File: config.mk
export PLATFORM = sky130hd
export DESIGN_NAME = fifo_packet_mode_control
export DESIGN_NICKNAME = d
export VERILOG_FILES = /design/src/inc/fifo_ctrl_pkg.sv /design/src/hw/byte_fifo.sv /design/src/hw/fifo_packet_mode_control.sv
export SDC_FILE = /design/constraint.sdc
export NUM_CORES = 1
export LEC_CHECK = 0
export BUFFER_PORTS_ARGS = -buffer_cell sky130_fd_sc_hd__buf_2
export CORE_UTILIZATION = 60
export DETAILED_ROUTE_END_ITERATION = 10
export GPL_ROUTABILITY_DRIVEN = 0
export PLACE_DENSITY_LB_ADDON = 0.3
export SLEW_MARGIN = 30
export SYNTH_ARGS = -nofsm -noshare
export SYNTH_HDL_FRONTEND = slang
export SYNTH_HIERARCHICAL = 1
export SYNTH_SLANG_ARGS = --single-unit
File: constraint.sdc
create_clock -name i_clk -period 3.5 [get_ports i_clk]
set_input_delay 0 -clock i_clk [delete_from_list [all_inputs] [get_ports i_clk]]
set_output_delay 0 -clock i_clk [all_outputs]
set_load 0.05 [all_outputs]
File: src/inc/fifo_ctrl_pkg.sv
// Purpose: constants for the FIFO and packet-mode control block
// Assumes: 8-bit register port, single 100 MHz clock
// Notes: register offsets beyond the control register are local choices
package fifo_ctrl_pkg;
   localparam int unsigned ADDR_W = 4;
   localparam int unsigned DATA_W = 8;
   localparam int unsigned PTR_W = 6;
   localparam int unsigned CNT_W = 7;
   localparam int unsigned FIFO_DEPTH = 64;
   localparam logic [ADDR_W-1:0] ADDR_FUNC_CTRL = 4'h0;
   localparam logic [ADDR_W-1:0] ADDR_TX_ALMOST_FULL = 4'h1;
   localparam logic [ADDR_W-1:0] ADDR_STATUS = 4'h2;
   localparam logic [ADDR_W-1:0] ADDR_TX_LEVEL = 4'h3;
   localparam logic [ADDR_W-1:0] ADDR_RX_LEVEL = 4'h4;
   localparam logic [ADDR_W-1:0] ADDR_FIFO_DATA = 4'h5;
   localparam int unsigned BIT_MULTI_PKT = 4;
   localparam int unsigned BIT_AUTO_TX = 3;
   localparam int unsigned BIT_LOW_DUTY = 2;
   localparam int unsigned BIT_RX_CLEAR = 1;
   localparam int unsigned BIT_TX_CLEAR = 0;
   localparam logic [DATA_W-1:0] FUNC_CTRL_RST = 8'h00;
   localparam logic [CNT_W-1:0] TX_ALMOST_FULL_RST = 7'h37;
   localparam logic [DATA_W-1:0] READ_ZERO = 8'h00;
   typedef enum logic [3:0] {
      ST_IDLE = 4'h1,
      ST_RX = 4'h2,
      ST_TX = 4'h4,
      ST_LDC_RX = 4'h8
   } radio_state_e;
endpackage

File: src/hw/byte_fifo.sv
// Purpose: 64-byte FIFO with synchronous flush
// Assumes: nothing of the caller; pushes when full and pops when empty are ignored
// Notes: flush wins over push and pop in the same cycle
`timescale 1ns/10ps
module byte_fifo
   import fifo_ctrl_pkg::*;
(
   // Clock and reset
   input wire logic i_clk,
   input wire logic i_sys_rst,
   // Control
   input wire logic i_flush,
   input wire logic i_push,
   input wire logic [DATA_W-1:0] i_wdata,
   input wire logic i_pop,
   // Status and data
   output logic [DATA_W-1:0] o_rdata,
   output logic [CNT_W-1:0] o_level
);
   typedef struct packed {
      logic [PTR_W-1:0] wr_ptr;
      logic [PTR_W-1:0] rd_ptr;
      logic [CNT_W-1:0] level;
   } fifo_s;
   fifo_s st_ff;
   fifo_s nxt_st;
   logic [DATA_W-1:0] mem [FIFO_DEPTH];
   logic do_push;
   logic do_pop;

   assign do_push = i_push && !i_flush && (st_ff.level != CNT_W'(FIFO_DEPTH));
   assign do_pop = i_pop && !i_flush && (st_ff.level != '0);

   always_comb begin
      nxt_st = st_ff;
      if (i_flush) begin
         nxt_st = '0;
      end else begin
         if (do_push) begin
            nxt_st.wr_ptr = st_ff.wr_ptr + PTR_W'(1);
         end
         if (do_pop) begin
            nxt_st.rd_ptr = st_ff.rd_ptr + PTR_W'(1);
         end
         if (do_push && !do_pop) begin
            nxt_st.level = st_ff.level + CNT_W'(1);
         end else if (do_pop && !do_push) begin
            nxt_st.level = st_ff.level - CNT_W'(1);
         end
      end
   end

   always_ff @(posedge i_clk) begin
      if (i_sys_rst) begin
         st_ff <= '0;
      end else begin
         st_ff <= nxt_st;
      end
   end

   // Memory kept out of the reset struct so it maps to RAM
   always_ff @(posedge i_clk) begin
      if (do_push) begin
         mem[st_ff.wr_ptr] <= i_wdata;
      end
   end

   assign o_rdata = mem[st_ff.rd_ptr];
   assign o_level = st_ff.level;
endmodule

File: src/hw/fifo_packet_mode_control.sv
// Purpose: FIFO and radio function control register with its FIFO/state effects
// Assumes: packet handler, wake-up timer and modulator are outside
// Notes: one clock, synchronous reset, read data valid one cycle after strobe
// Overview of operation
// - In FIFO receive mode with multi-packet set, keep receiving packets, else leave receive after one, except in a low-duty-cycle on-time.
// - With auto-transmit set, enter transmit at the TX almost-full level and leave when TX empties.
// - With low-duty-cycle set, turn the receiver on at a wake-up event in idle until the on-time ends or the bit clears.
// - Writing the RX clear bit 1 then 0 discards all RX FIFO contents.
// - Writing the TX clear bit 1 then 0 discards all TX FIFO contents.
`timescale 1ns/10ps
module fifo_packet_mode_control
   import fifo_ctrl_pkg::*;
(
   // Clock and reset
   input wire logic i_clk,
   input wire logic i_sys_rst,
   // Register port
   input wire logic [ADDR_W-1:0] i_addr,
   input wire logic [DATA_W-1:0] i_wdata,
   input wire logic i_wr,
   input wire logic i_rd,
   output logic [DATA_W-1:0] o_rdata,
   // Radio control requests
   input wire logic i_rx_cmd,
   input wire logic i_fifo_mode_rx,
   input wire logic i_wake_event,
   input wire logic i_ldc_on_done,
   // Packet handler, receive side
   input wire logic i_rx_byte_valid,
   input wire logic [DATA_W-1:0] i_rx_byte,
   input wire logic i_rx_pkt_done,
   // Modulator, transmit side
   input wire logic i_tx_byte_take,
   output logic [DATA_W-1:0] o_tx_byte,
   output logic o_tx_byte_avail,
   // State
   output logic o_rx_on,
   output logic o_tx_on
);
   // Whole control state in one struct so reset and update stay in step
   typedef struct packed {
      logic [DATA_W-1:0] ctrl;
      logic [CNT_W-1:0] tx_afull;
      radio_state_e state;
      logic [DATA_W-1:0] rdata;
   } ctl_s;
   ctl_s st_ff;
   ctl_s nxt_st;
   // FIFO heads and fill levels
   logic [DATA_W-1:0] tx_q;
   logic [DATA_W-1:0] rx_q;
   logic [CNT_W-1:0] tx_level;
   logic [CNT_W-1:0] rx_level;
   // FIFO strobes
   logic tx_flush;
   logic rx_flush;
   logic tx_push;
   logic tx_pop;
   logic rx_push;
   logic rx_pop;
   // Register access decode
   logic wr_ctrl;
   logic wr_afull;
   logic wr_fifo;
   logic rd_fifo;
   // State decode
   logic in_idle;
   logic in_rx;
   logic in_tx;
   logic in_ldc;
   // Transition conditions
   logic tx_empty;
   logic auto_tx_go;
   logic ldc_go;
   logic rx_stay;
   logic rx_leave;
   logic tx_last;
   logic ldc_leave;

   // Flush held while the bit is 1; contents gone by the 1-then-0 pair
   assign tx_flush = st_ff.ctrl[BIT_TX_CLEAR];
   assign rx_flush = st_ff.ctrl[BIT_RX_CLEAR];

   byte_fifo u_tx_fifo (
      .i_clk(i_clk),
      .i_sys_rst(i_sys_rst),
      .i_flush(tx_flush),
      .i_push(tx_push),
      .i_wdata(i_wdata),
      .i_pop(tx_pop),
      .o_rdata(tx_q),
      .o_level(tx_level)
   );

   byte_fifo u_rx_fifo (
      .i_clk(i_clk),
      .i_sys_rst(i_sys_rst),
      .i_flush(rx_flush),
      .i_push(rx_push),
      .i_wdata(i_rx_byte),
      .i_pop(rx_pop),
      .o_rdata(rx_q),
      .o_level(rx_level)
   );

   // Address qualified once, reused by the FIFO strobes and the register file
   assign wr_ctrl = i_wr && (i_addr == ADDR_FUNC_CTRL);
   assign wr_afull = i_wr && (i_addr == ADDR_TX_ALMOST_FULL);
   assign wr_fifo = i_wr && (i_addr == ADDR_FIFO_DATA);
   assign rd_fifo = i_rd && (i_addr == ADDR_FIFO_DATA);

   // One-hot state, so each decode is a single compare
   assign in_idle = (st_ff.state == ST_IDLE);
   assign in_rx = (st_ff.state == ST_RX);
   assign in_tx = (st_ff.state == ST_TX);
   assign in_ldc = (st_ff.state == ST_LDC_RX);

   // Writes into a held TX FIFO are dropped, not queued for later
   assign tx_push = wr_fifo && !tx_flush;
   // Pop on the read edge itself so back-to-back reads see successive bytes
   assign rx_pop = rd_fifo && !rx_flush;
   assign rx_push = i_rx_byte_valid && (in_rx || in_ldc);
   assign tx_pop = i_tx_byte_take && in_tx;

   assign tx_empty = (tx_level == '0);
   // A zero threshold must not start TX on an empty FIFO
   assign auto_tx_go = in_idle && st_ff.ctrl[BIT_AUTO_TX] && (tx_level >= st_ff.tx_afull) && !tx_empty;
   assign ldc_go = in_idle && st_ff.ctrl[BIT_LOW_DUTY] && i_wake_event;
   // Multi-packet only meaningful in FIFO receive mode
   assign rx_stay = i_fifo_mode_rx && st_ff.ctrl[BIT_MULTI_PKT];
   assign rx_leave = in_rx && i_rx_pkt_done && !rx_stay;
   // Leave on the edge that takes the last byte, not a cycle later
   assign tx_last = in_tx && (tx_empty || ((tx_level == CNT_W'(1)) && tx_pop));
   // Stay on for the whole on-time even after a packet
   assign ldc_leave = in_ldc && (i_ldc_on_done || !st_ff.ctrl[BIT_LOW_DUTY]);

   always_comb begin
      nxt_st = st_ff;
      if (wr_ctrl) begin
         nxt_st.ctrl = i_wdata;
      end
      if (wr_afull) begin
         nxt_st.tx_afull = i_wdata[CNT_W-1:0];
      end
      // Unread cycles keep the last word, so rdata stands until the next read
      if (i_rd) begin
         unique case (i_addr)
            ADDR_FUNC_CTRL: begin
               nxt_st.rdata = st_ff.ctrl;
            end
            ADDR_TX_ALMOST_FULL: begin
               nxt_st.rdata = {1'b0, st_ff.tx_afull};
            end
            ADDR_STATUS: begin
               nxt_st.rdata = {4'h0, st_ff.state};
            end
            ADDR_TX_LEVEL: begin
               nxt_st.rdata = {1'b0, tx_level};
            end
            ADDR_RX_LEVEL: begin
               nxt_st.rdata = {1'b0, rx_level};
            end
            ADDR_FIFO_DATA: begin
               nxt_st.rdata = rx_q;
            end
            default: begin
               nxt_st.rdata = READ_ZERO;
            end
         endcase
      end
      unique case (st_ff.state)
         ST_IDLE: begin
            // Auto transmit outranks a receive request, which outranks a wake event
            if (auto_tx_go) begin
               nxt_st.state = ST_TX;
            end else if (i_rx_cmd) begin
               nxt_st.state = ST_RX;
            end else if (ldc_go) begin
               nxt_st.state = ST_LDC_RX;
            end
         end
         ST_RX: begin
            if (rx_leave) begin
               nxt_st.state = ST_IDLE;
            end
         end
         ST_TX: begin
            if (tx_last) begin
               nxt_st.state = ST_IDLE;
            end
         end
         ST_LDC_RX: begin
            if (ldc_leave) begin
               nxt_st.state = ST_IDLE;
            end
         end
         default: begin
            nxt_st.state = ST_IDLE;
         end
      endcase
   end

   // FIFOs empty themselves through their own reset, not through the flush
   always_ff @(posedge i_clk) begin
      if (i_sys_rst) begin
         st_ff.ctrl <= FUNC_CTRL_RST;
         st_ff.tx_afull <= TX_ALMOST_FULL_RST;
         st_ff.state <= ST_IDLE;
         st_ff.rdata <= READ_ZERO;
      end else begin
         st_ff <= nxt_st;
      end
   end

   // Handshake outputs decode the registered state
   assign o_rdata = st_ff.rdata;
   assign o_tx_byte = tx_q;
   assign o_tx_byte_avail = in_tx && !tx_empty;
   assign o_rx_on = in_rx || in_ldc;
   assign o_tx_on = in_tx;
endmodule

* Word-level counts from Yosys, hierarchy flattened *
Memory sizes are Yosys's and may differ from the RTL's. A register that Yosys moved wholly into a read port is not among the register bits.
Index checks and enable logic that the tools add are counted.

word-level totals
  register bits = 65
  memory bits (writable) = 1024
  input port bits = 31
  memories = 2

cells by class
  $add $sub $neg = 8
  order comparisons = 1
  equality and inequality tests = 16
  multiplexer cells = 20
  reductions and logical operators = 53

memories
  name           depth  bits a word  rd ports  clocked after memory_dff  write ports  line             text
  u_rx_fifo.mem  64     8            1         1                         1            byte_fifo.sv:27  logic [DATA_W-1:0] mem [FIFO_DEPTH];
  u_tx_fifo.mem  64     8            1         1                         1            byte_fifo.sv:27

operator list
  cell                   number
  $pmux W8 S6            1
  $logic_and A1 B1 Y1    32
  $mux W7                4
  $add A6 B1 Y6 const B  4
  $mux W4                6
  $mux W6                4
  $pmux W4 S4            1
  $add A7 B1 Y7 const B  2
  $ne A7 B7 Y1 const B   2
  $reduce_bool A7 Y1     2
  $sub A7 B1 Y7 const B  2
  $eq A4 B2 Y1 const B   3
  $eq A4 B3 Y1 const B   3
  $logic_not A1 Y1       9
  $eq A4 B1 Y1 const B   2
  $eq A7 B1 Y1 const B   1
  $ge A7 B7 Y1           1
  $logic_not A7 Y1       1
  $ne A2 B1 Y1 const B   3
  $eq A4 B4 Y1 const B   1
  $logic_not A4 Y1       1
  $mux W1                4
  $ne A4 B2 Y1 const B   1
  $reduce_and A4 Y1      1
  other kinds (3)        7

* Depth between registers and ports, before layout *
  depth in word-level cells = 9
  depth in mapped cells = 14
  mapped depth without buffers = 14

* By module *
Netlist, hierarchy kept.

modules (own cells, without submodules)
  module                    instances  cells an instance  area each (um^2)  sequential area each (um^2)
  byte_fifo at u_rx_fifo    1          1050               21172.8           15875.2
  byte_fifo at u_tx_fifo    1          1050               21170.3           15875.2
  fifo_packet_mode_control  1          186                1681.6            540.5

* Least setup slack after synthesis *
Ideal clock, no wire load.

  kind = flip-flop to flip-flop
  start point = reg, netlist name st_ff[11]
  end point = reg u_rx_fifo.st_ff (netlist bit u_rx_fifo/o_level[6])
  library setup time = 0.119 ns
  arrival = 3.954 ns
  data required time = 3.381 ns
  slack = -0.573 ns
  stages on the path, launching flop included = 14
  clock period less this slack = 4.073 ns
  cell sequence = dfxtp_1 xnor2_1 nor3_1 and2_1 inv_1 a311oi_2 ha_1 inv_1 fa_1 a21o_1 a21oi_1 nand4b_1 nand3_1 mux2i_1

RTL lines
  what                  line             text
  to (signal assigned)  byte_fifo.sv:57  st_ff <= nxt_st;
  to (decl)             byte_fifo.sv:25  fifo_s st_ff;

==> impl_metrics.ini <==
[synthesis]
synth_xor_area_share_pct = 0.537
synthAdderAreaFrac_pct = 0.745
synth_mux_area_share_pct = 15.9
synth_flop_cell = edfxtp_1
synth-simple-area-share_pct = 4.54
synth_top_family_by_area = multiplexers
ys_warn_count = 6
netlist_area_sq_um = 44000
netlist-cell-type-count = 69
synth_edf_count = 1024
syn-num-nets = 2342
synthArstFlopShare_pct = 0
ys_ff_latch = 1101
synth_compound_area_share_pct = 2.91
synth_area_leader_cell = edfxtp_1
yosysSeqAreaShare_pct = 73.3
synth_top_area_share_pct = 69.8
syn_inst = 2286
yosys-top-cells-area = edfxtp_1 70%, mux4_2 14%, dfxtp_1 3.5%, mux2i_1 2.1%, nor2_1 1.7%
syn-mean-instance-area_sq_um = 19.3

[cts]
clock-sinks = 1101
cts.reportedPaths.clkPinSlew_ps = 70
ctsLongestPathBuffers = 3
clock_latency_ps = 660
cts_tree = yes
cts_resized = 0
h-tree-depth = 3
cts_root_buffer = clkbuf_16
cts-buffers-inserted = 106

[pwr]
p_leak_nw = 15.9
p_int_mw = 21.3
power_frac_comb_pct = 1.7
pwr-share-seq_pct = 54.6
swShare_pct = 19.3
ir_drop_mv = 0.566
clock_power_share_pct = 43.8
powerDensity_nw_per_um2 = 526
power_switching_mw = 5.08

[timing]
finalCritPeriodShare_pct = 96.5
finalHoldViolCount = 0
fin_setup_tns_ps = 0
grt_setup_unrepaired = no
fin_crit_ps = 3380
setup_viol = 0
slew_headroom_pct = 38.5
fin_worst_skew_ps = 18.1
fmax_mhz = 296
worstMarginPinSlew_ps = 919
drv_slew = 0

[die]
rows = 98
dieArea_sq_um = 74500
io_pins = 50
core_area_sq_um = 72100
initial_core_util_pct = 61.1
die_width_um = 273
die_y_um = 273

[finish]
fillCellCount = 4279
post-route-util_pct = 69.5
antenna_cells = 0
nets = 2580
multi_input_area_sq_um = 10900
seq_area_sq_um = 32300
synthToLayoutAreaGrowth_pct = 13.8
drive_gt1_share_pct = 26.6

[grt]
overflow = 0
grt_max_degree = 67
grt_use_total_pct = 27.6
grt_pass1_wl_um = 151000
grt_pass1_vias = 23699
grt_antenna_before_repair = 0

[placement]
place.port_buffers = 49
dpl.hpwl_um = 61200

[critical_path]
cpMostUsedCell = mux4_2
endpoint_kind = flop
cp_slowest_cell = dfxtp_4
cpPeakStageDelay_ps = 710
crit_arrival_ps = 3910
critPathBufInv = 1
worstPathRequired_ps = 4030
cp_top_family = multiplexers
cp_max_fo = 59
path_class = reg -> reg
start_kind = flop
worstPathCellList = buf_12, mux4_2, a221oi_1, nand2_1, nand4_1, a21oi_1, mux4_2, a32oi_1, o21ai_1

[routing]
routed.top_layer = met4
drc = 0
wl_per_cell_um = 28.2
postRouteAntennaNets = 0
dr.pass1.iters = 6
met3WireLength_um = 7090
wl_met2_um = 51700
drt-met1-wl_um = 37900
first_iter_violations = 2622
via_per_inst = 6.52
drt_wl_total_um = 100000
vias = 23220

[hold_path]
min_path_type = in -> reg

[flow_run]
maxCapViolations = 0

[run_status]
status = finished clean
-- power groups by stage --
| stage | clock [mW] | sequential, mW | combinational [mW] |
|---|---|---|---|
| after global routing | 12.1 | 14.4 | 0.476 |
| after detailed placement | 0 | 14.7 | 0.414 |
| final | 11.5 | 14.4 | 0.440 |
| after global placement | 0 | 14.7 | 0.388 |
| after floorplan | 0 | 14.7 | 0.161 |
| after CTS | 11.7 | 14.4 | 0.444 |
-- state kept, by name, summed over array words and instances, names as in the netlist, named ones only --
signal,count
u_tx_fifo/st_ff,12
u_tx_fifo/mem,512
rx_flush,1
u_rx_fifo/mem,512
u_rx_fifo/o_level,7
u_rx_fifo/st_ff,12
o_rdata,8
st_ff,18
u_tx_fifo/o_level,7
-- Yosys cell counts (22+ instances only) --
master / number
edfxtp_1: 1024
mux4_2: 267
nor2_1: 203
mux2i_1: 91
dfxtp_1: 77
nand2_1: 75
buf_4: 44
a21oi_1: 36
clkbuf_1: 35
buf_2: 32
nor2b_1: 27
ha_1: 23
inv_1: 22
-- stage by stage --
step / setup WS (ps) / total power [mW] / std cells / area [sq um] / hold slack (ps)
detailed placement: 150 / 15.1 / 3334 / 46200 / 333
CTS: 134 / 26.5 / 3561 / 50100 / 30.7
global route: 56.7 / 27.0 / 3562 / 50100 / 55.1
finish: 121 / 26.4 / 3562 / 50100 / 49.8
floorplan: 47.0 / 14.8 / 2286 / 44000 / 98.9
global placement: 188 / 15.1 / 3334 / 46200 / 316
-- cell type report --
| cell class | count | area share, % |
|---|---|---|
| Sequential cell | 1101 | 64.5 |
| Timing Repair Buffer | 266 | 4.23 |
| Multi-Input combinational cell | 1027 | 21.7 |
| Tap cell | 950 | 2.37 |
| Inverter | 22 | 0.165 |
| Clock inverter | 65 | 1.34 |
| Clock buffer | 131 | 5.69 |
-- placed cells by master, fill, tap and decap left out, types with 22 or more instances in the layout --
| cell type | count |
|---|---|
| edfxtp_1 | 1024 |
| inv_1 | 22 |
| dlygate4sd3_1 | 30 |
| a21oi_1 | 36 |
| nor2b_1 | 27 |
| clkbuf_16 | 110 |
| nor2_1 | 203 |
| buf_2 | 40 |
| buf_4 | 184 |
| ha_1 | 23 |
| dfxtp_1 | 71 |
| clkinv_1 | 24 |
| mux4_2 | 267 |
| nand2_1 | 75 |
| mux2i_1 | 91 |
-- logic make-up after synthesis --
| group | count (synthesis) |
|---|---|
| mux | 366 |
| fa+ha+maj | 25 |
| simple gates | 428 |
| buf+inv | 158 |
| flops | 1101 |
| xor+xnor | 27 |
| compound gates | 181 |
-- worst paths after layout --
path              slack, ps                  end        from  cells after the start
setup / recovery        120           o_rdata[4]        flop                      9
hold / removal           50  u_tx_fifo/mem[4][0]  i_wdata[0]                      2
setup reg to reg        120           o_rdata[4]        flop                      9
hold reg to reg         460           o_rdata[2]  o_rdata[2]                      2
-- metal layers --
layer | vias up | global-route usage, %
met1 | 12076 | 36.8
met4 | 0 | 10.1
met3 | 242 | 3.57
met2 | 1159 | 46.9
li1 | 9743 | -
met5 | - | 0
-- timing repair --
| item | in CTS | in global routing |
|---|---|---|
| hold buffers | 29 | 1 |
| buffers inserted | 2 | 0 |
| endpoints found under the setup margin | 5 | 0 |
| endpoints found under the hold margin | 664 | 64 |
Note: power is estimated with default switching activity, not from simulation.
